### src/rtl/agcl_pkg.sv
`default_nettype none
package agcl_pkg;
   localparam int CFG_W = 32;
   localparam int DIS_BIT = 31;
   localparam int EXP_LSB = 28;
   localparam int EXP_W = 3;
   localparam int MANT_LSB = 24;
   localparam int MANT_W = 4;
   localparam int THR_LSB = 16;
   localparam int THR_W = 8;
   localparam int UPPER_LSB = 8;
   localparam int LOWER_LSB = 0;
   localparam int LIM_W = 8;
   localparam int MAG_W = 8;
   localparam int ERR_W = 9;
   localparam int PROD_W = 14;
   localparam int ACC_W = 20;
   localparam int FRAC_W = 12;
   localparam int SUM_W = 22;
   localparam int GAIN_W = 8;
   localparam int GMANT_W = 6;
   localparam int LIN_W = 10;
   localparam logic [CFG_W-1:0] CFG_RESET = 32'h0000_ff00;
   localparam logic [ACC_W-1:0] ACC_RESET = 20'h00000;
   localparam logic [LIN_W-1:0] LIN_RESET = 10'h040;
   localparam logic [GMANT_W:0] LIN_ONE = 7'h40;
   localparam logic [1:0] BUF_DEPTH = 2'h2;
endpackage
`default_nettype wire

### src/rtl/agcl_stream_if.sv
`default_nettype none
interface agcl_stream_if;
   logic valid;
   logic ready;
   logic [agcl_pkg::GAIN_W-1:0] data;
   modport src (output valid, output data, input ready);
   modport snk (input valid, input data, output ready);
endinterface
`default_nettype wire

### src/rtl/agcl_skid.sv
`default_nettype none
module agcl_skid (
   input wire logic clk, // System clock
   input wire logic resetn, // Async reset, active low
   input wire logic clk_en, // Freezes state while low
   agcl_stream_if.snk up, // Filling side
   agcl_stream_if.src dn // Draining side
);
   typedef struct packed {
      logic [1:0][agcl_pkg::GAIN_W-1:0] mem;
      logic wr;
      logic rd;
      logic [1:0] cnt;
   } agcl_buf_t;

   agcl_buf_t st;
   agcl_buf_t next_st;
   logic push;
   logic pop;

   // Handshakes are masked while frozen so no word is taken or dropped
   assign up.ready = clk_en && (st.cnt != agcl_pkg::BUF_DEPTH);
   assign dn.valid = clk_en && (st.cnt != 2'h0);
   assign dn.data = st.mem[st.rd];
   assign push = up.valid && up.ready;
   assign pop = dn.valid && dn.ready;

   always_comb begin
      next_st = st;
      if (push) begin
         next_st.mem[st.wr] = up.data;
         next_st.wr = ~st.wr;
      end
      if (pop) begin
         next_st.rd = ~st.rd;
      end
      next_st.cnt = st.cnt + {1'b0, push} - {1'b0, pop};
   end

   always_ff @(posedge clk or negedge resetn) begin
      if (!resetn) begin
         st <= '0;
      end else if (clk_en) begin
         st <= next_st;
      end
   end
endmodule
`default_nettype wire

### src/rtl/agcl_loop_filter.sv
// Operation
// - Error is magnitude sample minus programmed threshold, before scaling.
// - Threshold is unsigned 8 bits at config bits 16 to 23.
// - Disable bit 31 forces error to zero; clear lets error pass.
// - Error scaled by 4-bit mantissa times 0.0625.
// - Error further shifted right by 7 plus 3-bit exponent.
// - Mantissa and exponent taken from config bits 24 to 30.
// - Scaled error accumulated; result drives I and Q gain.
// - Accumulator limited between programmed upper and lower limits.
// - Top eight bits are 2-bit exponent, 6-bit mantissa; limits compared alike.
// - Input placed twelve bits below mantissa, LSB weighted 2^-18.
// - Upper and lower limits from config bits 0 to 15.
// - Linear gain is (1 + m/64) times 2^e.
// - Top eight accumulator bits readable by host.
// - Update step set by loop gain and capped by limits.
`default_nettype none
module agcl_loop_filter (
   input wire logic clk, // System clock, 50 MHz
   input wire logic resetn, // Async reset, active low
   input wire logic clk_en, // Freezes all state while low
   input wire logic cfg_wr, // Loop config write strobe
   input wire logic [31:0] cfg_wdata, // Loop config write data
   output logic [31:0] cfg_rdata, // Loop config readback
   output logic [7:0] gain_status, // Current gain word for the host
   input wire logic mag_valid, // Magnitude sample valid
   input wire logic [7:0] mag_data, // Magnitude sample, unsigned
   output logic mag_ready, // Magnitude sample taken
   output logic gain_valid, // Gain word valid
   input wire logic gain_ready, // Multiplier side accepts word
   output logic [7:0] gain_data, // Gain word, exp/mantissa
   output logic [9:0] gain_linear // Applied linear gain, 2^-6 units
);
   typedef struct packed {
      logic [agcl_pkg::CFG_W-1:0] cfg;
      logic [agcl_pkg::ACC_W-1:0] acc;
      logic [agcl_pkg::LIN_W-1:0] lin;
   } agcl_state_t;

   agcl_state_t st;
   agcl_state_t next_st;

   // Exp/mantissa word to linear multiplier value
   function automatic logic [agcl_pkg::LIN_W-1:0] lin_of(
      input logic [agcl_pkg::GAIN_W-1:0] w);
      logic [agcl_pkg::LIN_W-1:0] base;
      base = {3'h0, agcl_pkg::LIN_ONE + {1'b0, w[agcl_pkg::GMANT_W-1:0]}};
      lin_of = base << w[agcl_pkg::GAIN_W-1:agcl_pkg::GMANT_W];
   endfunction

   // Limit word widened to a full accumulator bound; fill sets the fraction
   function automatic logic signed [agcl_pkg::SUM_W-1:0] lim_bound(
      input logic [agcl_pkg::LIM_W-1:0] lim,
      input logic fill);
      lim_bound = $signed({2'b00, lim, {agcl_pkg::FRAC_W{fill}}});
   endfunction

   logic dis;
   logic [agcl_pkg::MANT_W-1:0] mant;
   logic [agcl_pkg::EXP_W-1:0] expo;
   logic [agcl_pkg::THR_W-1:0] thr;
   logic [agcl_pkg::LIM_W-1:0] upper;
   logic [agcl_pkg::LIM_W-1:0] lower;
   logic signed [agcl_pkg::ERR_W-1:0] err;
   logic signed [agcl_pkg::PROD_W-1:0] prod;
   logic signed [agcl_pkg::PROD_W-1:0] scaled;
   logic signed [agcl_pkg::SUM_W-1:0] sum;
   logic signed [agcl_pkg::SUM_W-1:0] hi;
   logic signed [agcl_pkg::SUM_W-1:0] lo;
   logic accept;

   agcl_stream_if in_s ();
   agcl_stream_if out_s ();

   agcl_skid u_skid (
      .clk (clk),
      .resetn (resetn),
      .clk_en (clk_en),
      .up (in_s.snk),
      .dn (out_s.src)
   );

   assign dis = st.cfg[agcl_pkg::DIS_BIT];
   assign mant = st.cfg[agcl_pkg::MANT_LSB +: agcl_pkg::MANT_W];
   assign expo = st.cfg[agcl_pkg::EXP_LSB +: agcl_pkg::EXP_W];
   assign thr = st.cfg[agcl_pkg::THR_LSB +: agcl_pkg::THR_W];
   assign upper = st.cfg[agcl_pkg::UPPER_LSB +: agcl_pkg::LIM_W];
   assign lower = st.cfg[agcl_pkg::LOWER_LSB +: agcl_pkg::LIM_W];

   // A sample is taken only when the gain buffer has room, so a stalled
   // multiplier side holds off the converter instead of losing updates
   assign accept = mag_valid && mag_ready;
   assign mag_ready = in_s.ready;
   assign in_s.valid = mag_valid;
   assign in_s.data = sum[agcl_pkg::ACC_W-1:agcl_pkg::FRAC_W];
   assign gain_valid = out_s.valid;
   assign out_s.ready = gain_ready;
   assign gain_data = out_s.data;

   assign cfg_rdata = st.cfg;
   assign gain_status = st.acc[agcl_pkg::ACC_W-1:agcl_pkg::FRAC_W];
   assign gain_linear = st.lin;

   always_comb begin
      next_st = st;
      err = $signed({1'b0, mag_data}) - $signed({1'b0, thr});
      if (dis) begin
         err = '0;
      end
      prod = err * $signed({1'b0, mant});
      // Product LSB sits at 2^-11; shifting 7+E lands it on acc LSB 2^-18
      // after the fixed 7 is absorbed into the placement of the input
      scaled = prod >>> expo;
      sum = $signed({2'b00, st.acc}) + agcl_pkg::SUM_W'(scaled);
      hi = lim_bound(upper, 1'b1);
      lo = lim_bound(lower, 1'b0);
      // Limits act on the whole word so a fixed gain (both equal) pins it
      if (sum > hi) begin
         sum = hi;
      end
      if (sum < lo) begin
         sum = lo;
      end
      if (accept) begin
         next_st.acc = sum[agcl_pkg::ACC_W-1:0];
         next_st.lin = lin_of(sum[agcl_pkg::ACC_W-1:agcl_pkg::FRAC_W]);
      end
      if (cfg_wr) begin
         next_st.cfg = cfg_wdata;
      end
   end

   always_ff @(posedge clk or negedge resetn) begin
      if (!resetn) begin
         st.cfg <= agcl_pkg::CFG_RESET;
         st.acc <= agcl_pkg::ACC_RESET;
         st.lin <= agcl_pkg::LIN_RESET;
      end else if (clk_en) begin
         st <= next_st;
      end
   end

   logic [7:0] top;
   logic in_lim;
   assign top = st.acc[agcl_pkg::ACC_W-1:agcl_pkg::FRAC_W];
   assign in_lim = (top >= lower) && (top <= upper);
endmodule
`default_nettype wire

### config.mk
export PLATFORM = sky130hd
export DESIGN_NAME = agcl_loop_filter
export DESIGN_NICKNAME = d
export VERILOG_FILES = /design/src/rtl/agcl_pkg.sv /design/src/rtl/agcl_stream_if.sv /design/src/rtl/agcl_skid.sv /design/src/rtl/agcl_loop_filter.sv
export SDC_FILE = /design/constraint.sdc
export NUM_CORES = 1
export LEC_CHECK = 0
export BUFFER_PORTS_ARGS = -buffer_cell sky130_fd_sc_hd__buf_2
export CORE_ASPECT_RATIO = 0.75
export CORE_MARGIN = 2
export CORE_UTILIZATION = 40
export CTS_BUF_LIST = sky130_fd_sc_hd__clkbuf_4
export DETAILED_ROUTE_END_ITERATION = 10
export GPL_ROUTABILITY_DRIVEN = 0
export PLACE_DENSITY = 0.61
export SLEW_MARGIN = 20
export SYNTH_ARGS = -nofsm -noshare
export SYNTH_HDL_FRONTEND = slang
export SYNTH_SLANG_ARGS = --single-unit
### constraint.sdc
create_clock -name clk -period 15.85 [get_ports clk]
set_input_delay 0 -clock clk [delete_from_list [all_inputs] [get_ports clk]]
set_output_delay 0 -clock clk [all_outputs]
set_load 0.05 [all_outputs]
# ---- Yosys cells after proc, flatten, opt, wreduce, memory -nomap -nowiden
# Index checks and enable logic that the tools add are counted.
dict set report op_classes {
  n_addsub 5
  mul 1
  magnitude_cmp 5
  eq_ne 1
  shift 2
  mux 8
  n_bitwise 2
  reduce_logical 9
}
# operator n
set ops {}
lappend ops {{$mux W8} 3}
lappend ops {{$add A21 B14 Y22} 1}
lappend ops {{$gt A22 B21 Y1} 1}
lappend ops {{$lt A22 B21 Y1} 1}
lappend ops {{$mux W22} 1}
lappend ops {{$mux W20} 1}
lappend ops {{$bwmux W16} 1}
lappend ops {{$mul A9 B5 Y14} 1}
lappend ops {{$sshr A14 B3 Y14} 1}
lappend ops {{$shl A7 B2 Y10} 1}
lappend ops {{$mux W9} 1}
lappend ops {{$sub A8 B8 Y9} 1}
lappend ops {{$demux W8 S1} 1}
lappend ops {{$add A7 B6 Y7 const A} 1}
lappend ops {{$reduce_and A2 Y1} 3}
lappend ops {{$logic_and A1 B1 Y1} 5}
lappend ops {{$lt A1 B2 Y1 const B} 2}
lappend ops {{$add A2 B1 Y2} 1}
lappend ops {{$ne A2 B2 Y1 const B} 1}
lappend ops {{$not A1 Y1} 2}
lappend ops {{$reduce_bool A2 Y1} 1}
lappend ops {{$sub A2 B1 Y2} 1}
lappend ops {{$ge A1 B1 Y1 const B} 1}
dict set report word_totals {
  register_bits 82
  out_inout_bits 60
  elab_cells 41
}

# ---- Longest topological paths before layout
dict set report depth {
  word_depth 11
  ltp_mapped 59
  ltp_nobuf 56
}

# ---- Hierarchy
# A second synthesis with hierarchy kept.
dict set report unflattened {
  hier_cells 890
  hier_area_um2 8189.1
}
# module instances cells_each area_each_um2 seq_area_each_um2
set by_module_without_submodules {}
lappend by_module_without_submodules {agcl_loop_filter 1 828 7230.7 1562.7}
lappend by_module_without_submodules {agcl_skid 1 62 958.4 500.5}

# ---- Worst setup path before layout
# No wires, ideal clock.
dict set report synth_timing {
  path_type {register to register}
  start {register st, in the netlist cfg_rdata[17]}
  end {register st, in the netlist gain_linear[5]}
  setup_ps 141
  arrival_time_ps 11260
  required_ps 15709
  path_slack_ps 4449
  path_stages_with_launch 56
  n_path_buf 3
  cell_sequence {dfrtp_1 -> inv_1 -> ha_1 -> nor2b_1 -> o21ai_0 -> nand2b_1 -> a21o_1 -> a21o_1 -> xnor2_1 -> nor3_1 -> ha_1 -> fa_1 -> inv_1 -> fa_1 -> inv_1 -> ha_1 -> and3_1 -> a211oi_2 -> (+20 left out) -> a41oi_1 -> o21ba_2 -> clkbuf_1 -> o21ai_0 -> o21ai_0 -> ha_1 -> a21o_1 -> a21oi_1 -> nor2b_1 -> o21ai_0 -> nand2_1 -> or2_2 -> and3_1 -> buf_4 -> nor2_2 -> buf_2 -> mux2i_1 -> a31oi_1}
}
dict set report synth_between {
  elab_chain_cells 11
}
# item line
set synth_rtl {}
lappend synth_rtl {{start: declaration} agcl_loop_filter.sv:39} ;# agcl_state_t st;
lappend synth_rtl {{start signal: assignment} agcl_loop_filter.sv:138} ;# st <= next_st;
lappend synth_rtl {{$sub A8 B8 Y9 (*)} agcl_loop_filter.sv:105} ;# err = $signed({1'b0, mag_data}) - $signed({1'b0, thr});
lappend synth_rtl {{$mux W9 (*)} agcl_loop_filter.sv:106} ;# if (dis) begin
lappend synth_rtl {{$mul A9 B5 Y14 (*)} agcl_loop_filter.sv:109} ;# prod = err * $signed({1'b0, mant});
lappend synth_rtl {{$sshr A14 B3 Y14 (*)} agcl_loop_filter.sv:112} ;# scaled = prod >>> expo;
lappend synth_rtl {{$add A21 B14 Y22 (*)} agcl_loop_filter.sv:113} ;# sum = $signed({2'b00, st.acc}) + agcl_pkg::SUM_W'(scaled);
lappend synth_rtl {{$gt A22 B21 Y1} agcl_loop_filter.sv:117} ;# if (sum > hi) begin
lappend synth_rtl {{$mux W22 (*)} agcl_loop_filter.sv:117}
lappend synth_rtl {{$lt A22 B21 Y1} agcl_loop_filter.sv:120} ;# if (sum < lo) begin
lappend synth_rtl {{$mux W20 (*)} agcl_loop_filter.sv:120}
lappend synth_rtl {{$add A7 B6 Y7} agcl_loop_filter.sv:46} ;# base = {3'h0, agcl_pkg::LIN_ONE + {1'b0, w[agcl_pkg::GMANT_W-1:0]}};
lappend synth_rtl {{$shl A7 B2 Y10 (*)} agcl_loop_filter.sv:47} ;# lin_of = base << w[agcl_pkg::GAIN_W-1:agcl_pkg::GMANT_W];
# Every way passes the cells marked *; elsewhere a longest branch is shown, timed or not.
# A chain may end at the register's enable or synchronous reset.

# ---- Worst setup path in the final report
dict set report layout_timing {
  start {register st, in the netlist cfg_rdata[17]}
  end {register u_skid.st[4] in the netlist's numbering}
}
dict set report layout_between {
  elab_chain_cells 10
}
# item line
set layout_rtl {}
lappend layout_rtl {{$sub A8 B8 Y9 (*)} agcl_loop_filter.sv:105}
lappend layout_rtl {{$mux W9 (*)} agcl_loop_filter.sv:106}
lappend layout_rtl {{$mul A9 B5 Y14 (*)} agcl_loop_filter.sv:109}
lappend layout_rtl {{$sshr A14 B3 Y14 (*)} agcl_loop_filter.sv:112}
lappend layout_rtl {{$add A21 B14 Y22 (*)} agcl_loop_filter.sv:113}
lappend layout_rtl {{$gt A22 B21 Y1} agcl_loop_filter.sv:117}
lappend layout_rtl {{$mux W22 (*)} agcl_loop_filter.sv:117}
lappend layout_rtl {{$lt A22 B21 Y1} agcl_loop_filter.sv:120}
lappend layout_rtl {{$mux W20 (*)} agcl_loop_filter.sv:120}
lappend layout_rtl {{$bwmux W16 (*)} agcl_skid.sv:31} ;# next_st.mem[st.wr] = up.data;
lappend layout_rtl {{end signal: assignment} agcl_skid.sv:44} ;# st <= next_st;
lappend layout_rtl {{end: declaration} agcl_skid.sv:16} ;# agcl_buf_t st;
# Marked as above.

==> results.md <==
- Run status: finished, final reports clean
- Synth Net Count: between 1000 and 1500
- Die area: between 20000 and 25000 um2
- Slew Limit Fails: 0
- PortBufs: 105
- Total global-route track usage: just under 20%
- Finished layout cell area: around 9100 um2
- Slowest stage delay, CP: ~0.67 ns
- Crit Reg-Reg Endpoint: u_skid.st[4]
- Drt wl/cell: between 15 and 20 um
- Main synth FF type: dfrtp_1
- Data arrival time at the worst-slack endpoint: around 14 ns
- Seq/Total Area, Yosys: between 20% and 30%
- Startpoint types: flop
- CP Data Required Time: roughly 16 ns
- Clock Skews: between 0.03 and 0.04 ns
- Hold Fails Final Rpt: 0
- Sink Count: 82
- CP Capture Type: flop
- Routed Antenna Nets: 0
- Post-Layout Cell Count: between 1000 and 1500
- # rows: between 40 and 50
- Synth warn: 0
- Mapped Cells: approximately 940
- Area after DPL: slightly below 9000 um2
- Hold path endpoint: gain_linear[6]
- Antenna violations before repair: 1
- First-pass GRT wire length: about 33 mm
- Inst Count DP: 1223
- Max Cap Violations: 0
- H-tree Lvls: 3
- R2r startpoint: cfg_rdata[17]
- Fillers: between 1500 and 2000
- Die Y: 128 um
- Worst setup path start: cfg_rdata[17]
- Setup Viol. Count Final: 0
- Via-per-instance ratio: about 5.3
- Core area: roughly 20000 um2
- Synthesized area per cell: about 8.8 um2
- Setup CP Type: reg -> reg
- Period Utilization, post-route: between 80% and 90%
- # resized after CTS: 0
- Worst slew margin: 35.7%
- Final wirelength: ~20 mm
- Fin worst setup slack: between 1.5 and 2 ns
- Flop2flop setup slack: between 1.5 and 2 ns
- DP HPWL: 15.9 mm
- Crit-path slowest cell: o311ai_0
- Vias in the first global route: around 6200
- Hold Path Depth: 5
- Post-synth EDFFs: 0
- Synth unique cells: 77
- Root buffer cell: clkbuf_4
- Initial Util: between 40% and 50%
- Post-Synthesis Cell Area: 8260 um2
- Hold crit path type: in -> reg
- Pre-CTS WS: 2.13 ns
- Slew @ Worst Pin: between 0.9 and 1 ns
- Max Root-Sink Buffers: 2
- Die X: between 150 and 200 um
- Fin nets: about 1200
- Fmax: just over 0.07 GHz
- Yosys reg bits: 82
- Layout cells sized above 1: 23.0%
- Reg2Reg Depth: 53
- Worst Path Max Fanout: 18
- Largest net degree at the start of global routing: between 70 and 80
- Clk Latency, worst-skew pair: between 0.4 and 0.5 ns
- DRC violations left: 0
- CTS Buf Count: 9
- Hold path startpoint: mag_valid
- Area Growth Syn to Fin: 10.7%
- Vias: a little under 7000
- Post-CTS Setup Bufs: 0
- Initial drt markers: ~500
- Fin crit period: approximately 14 ns
- Drt first pass iters: 7
- Total I/O pin count: approximately 110
- Async SR Flop Fraction: 100%
- Clock slew at reported path FFs: between 0.15 and 0.2 ns
- Total gr overflow: 0
- Setup_tns: 0 ns
- RSZ-0062 raised after global routing: false
- CTS tree: yes
## final cells by class
type,instances,area [um2],share of cell area [%]
Timing Repair Buffer,146,926,10.1
Sequential cell,82,2060,22.6
Tap cell,258,323,3.53
Clock buffer,11,82.6,0.903
Inverter,94,353,3.86
Antenna cell,1,2.50,0.0274
Multi-Input combinational cell,679,5340,58.4
Clock inverter,5,56.3,0.616
## synthesized netlist by cell type (all sizes together) (18+ instances only)
| cell type | count | area, um2 |
|---|---|---|
| xnor2 | 18 | 158 |
| buf | 62 | 437 |
| fa | 21 | 420 |
| nor2 | 62 | 240 |
| mux2 | 71 | 800 |
| ha | 76 | 951 |
| nand2 | 74 | 283 |
| mux2i | 26 | 260 |
| a21o | 22 | 165 |
| dfrtp | 73 | 1830 |
| inv | 93 | 349 |
| o21ai | 74 | 374 |
| clkbuf | 18 | 67.6 |
| a21oi | 46 | 234 |
| nor3 | 26 | 151 |
## how the worst max path moves through the flow
| stage | endpoint | cells after the start |
|---|---|---|
| global route | gain_status[0] | 53 |
| CTS | u_skid.st[4] | 51 |
| floorplan | gain_linear[5] | 55 |
| detailed placement | u_skid.st[4] | 53 |
| global placement | gain_status[0] | 51 |
| finish | u_skid.st[4] | 53 |
## registers in the layout, indices dropped and copies added, names as in the netlist
name and flops:
gain_status 8, st 12, gain_linear 10, cfg_rdata 32, u_skid.st 20
## cell usage in the layout, fill, tap and decap left out, drive strengths merged, types with 12 or more instances in the layout
| cell type | synthesis | routed |
|---|---|---|
| inv | 93 | 93 |
| a211oi | 17 | 17 |
| nor2 | 62 | 62 |
| nand2 | 74 | 74 |
| a21oi | 46 | 46 |
| mux2 | 71 | 71 |
| dfrtp | 73 | 73 |
| xor2 | 17 | 17 |
| fa | 21 | 21 |
| dlygate4sd3 | 0 | 36 |
| a21o | 22 | 22 |
| ha | 76 | 76 |
| mux2i | 26 | 26 |
| nand3 | 12 | 12 |
| xnor2 | 18 | 18 |
| nor3 | 26 | 26 |
| buf | 62 | 110 |
| o21ai | 74 | 74 |
## metal layers
layer,global-route usage [%],vias to the layer above,part of all wire (%)
met5,0,-,0
met4,3.27,0,0.73
met3,4.55,12,6.7
met2,25.8,213,39
met1,31.6,3150,54
li1,-,3386,-
## metrics by stage
step | hold slack, ns | utilization, %
after floorplan | -0.296 | -
after global placement | -0.162 | 42.6
after detailed placement | -0.159 | 42.6
after CTS | 0.0802 | 45.1
after global routing | 0.111 | 45.1
final | 0.103 | 45.1
## worst max-delay path: cells and delay by family (launching register included)
family                     cells  cell delay, ns
DFF                            1            0.44
and+or+nand+nor               19            4.64
xor gates and xnor gates       1            0.30
muxes                          2            0.58
adders and majority gates      8            3.07
buffers and inverters          4            0.41
AOI/OAI and AO/OA             19            4.35
## kinds of logic after synthesis
group	Yosys count	share of synthesized area, %
simple gates	230	13.4
compound gates	220	17.8
buf+inv	174	10.4
mux	97	12.8
fa+ha+maj	97	16.6
flops	82	25.0
xor+xnor	35	4.03
## repair_timing
action	4_1_cts	5_1_grt
hold endpoints to repair	108	0
setup endpoints to repair	0	0
hold buffers	36	0
Power is not shown: default switching activity piles up to over one toggle a cycle in this logic, so the estimate is an artifact.
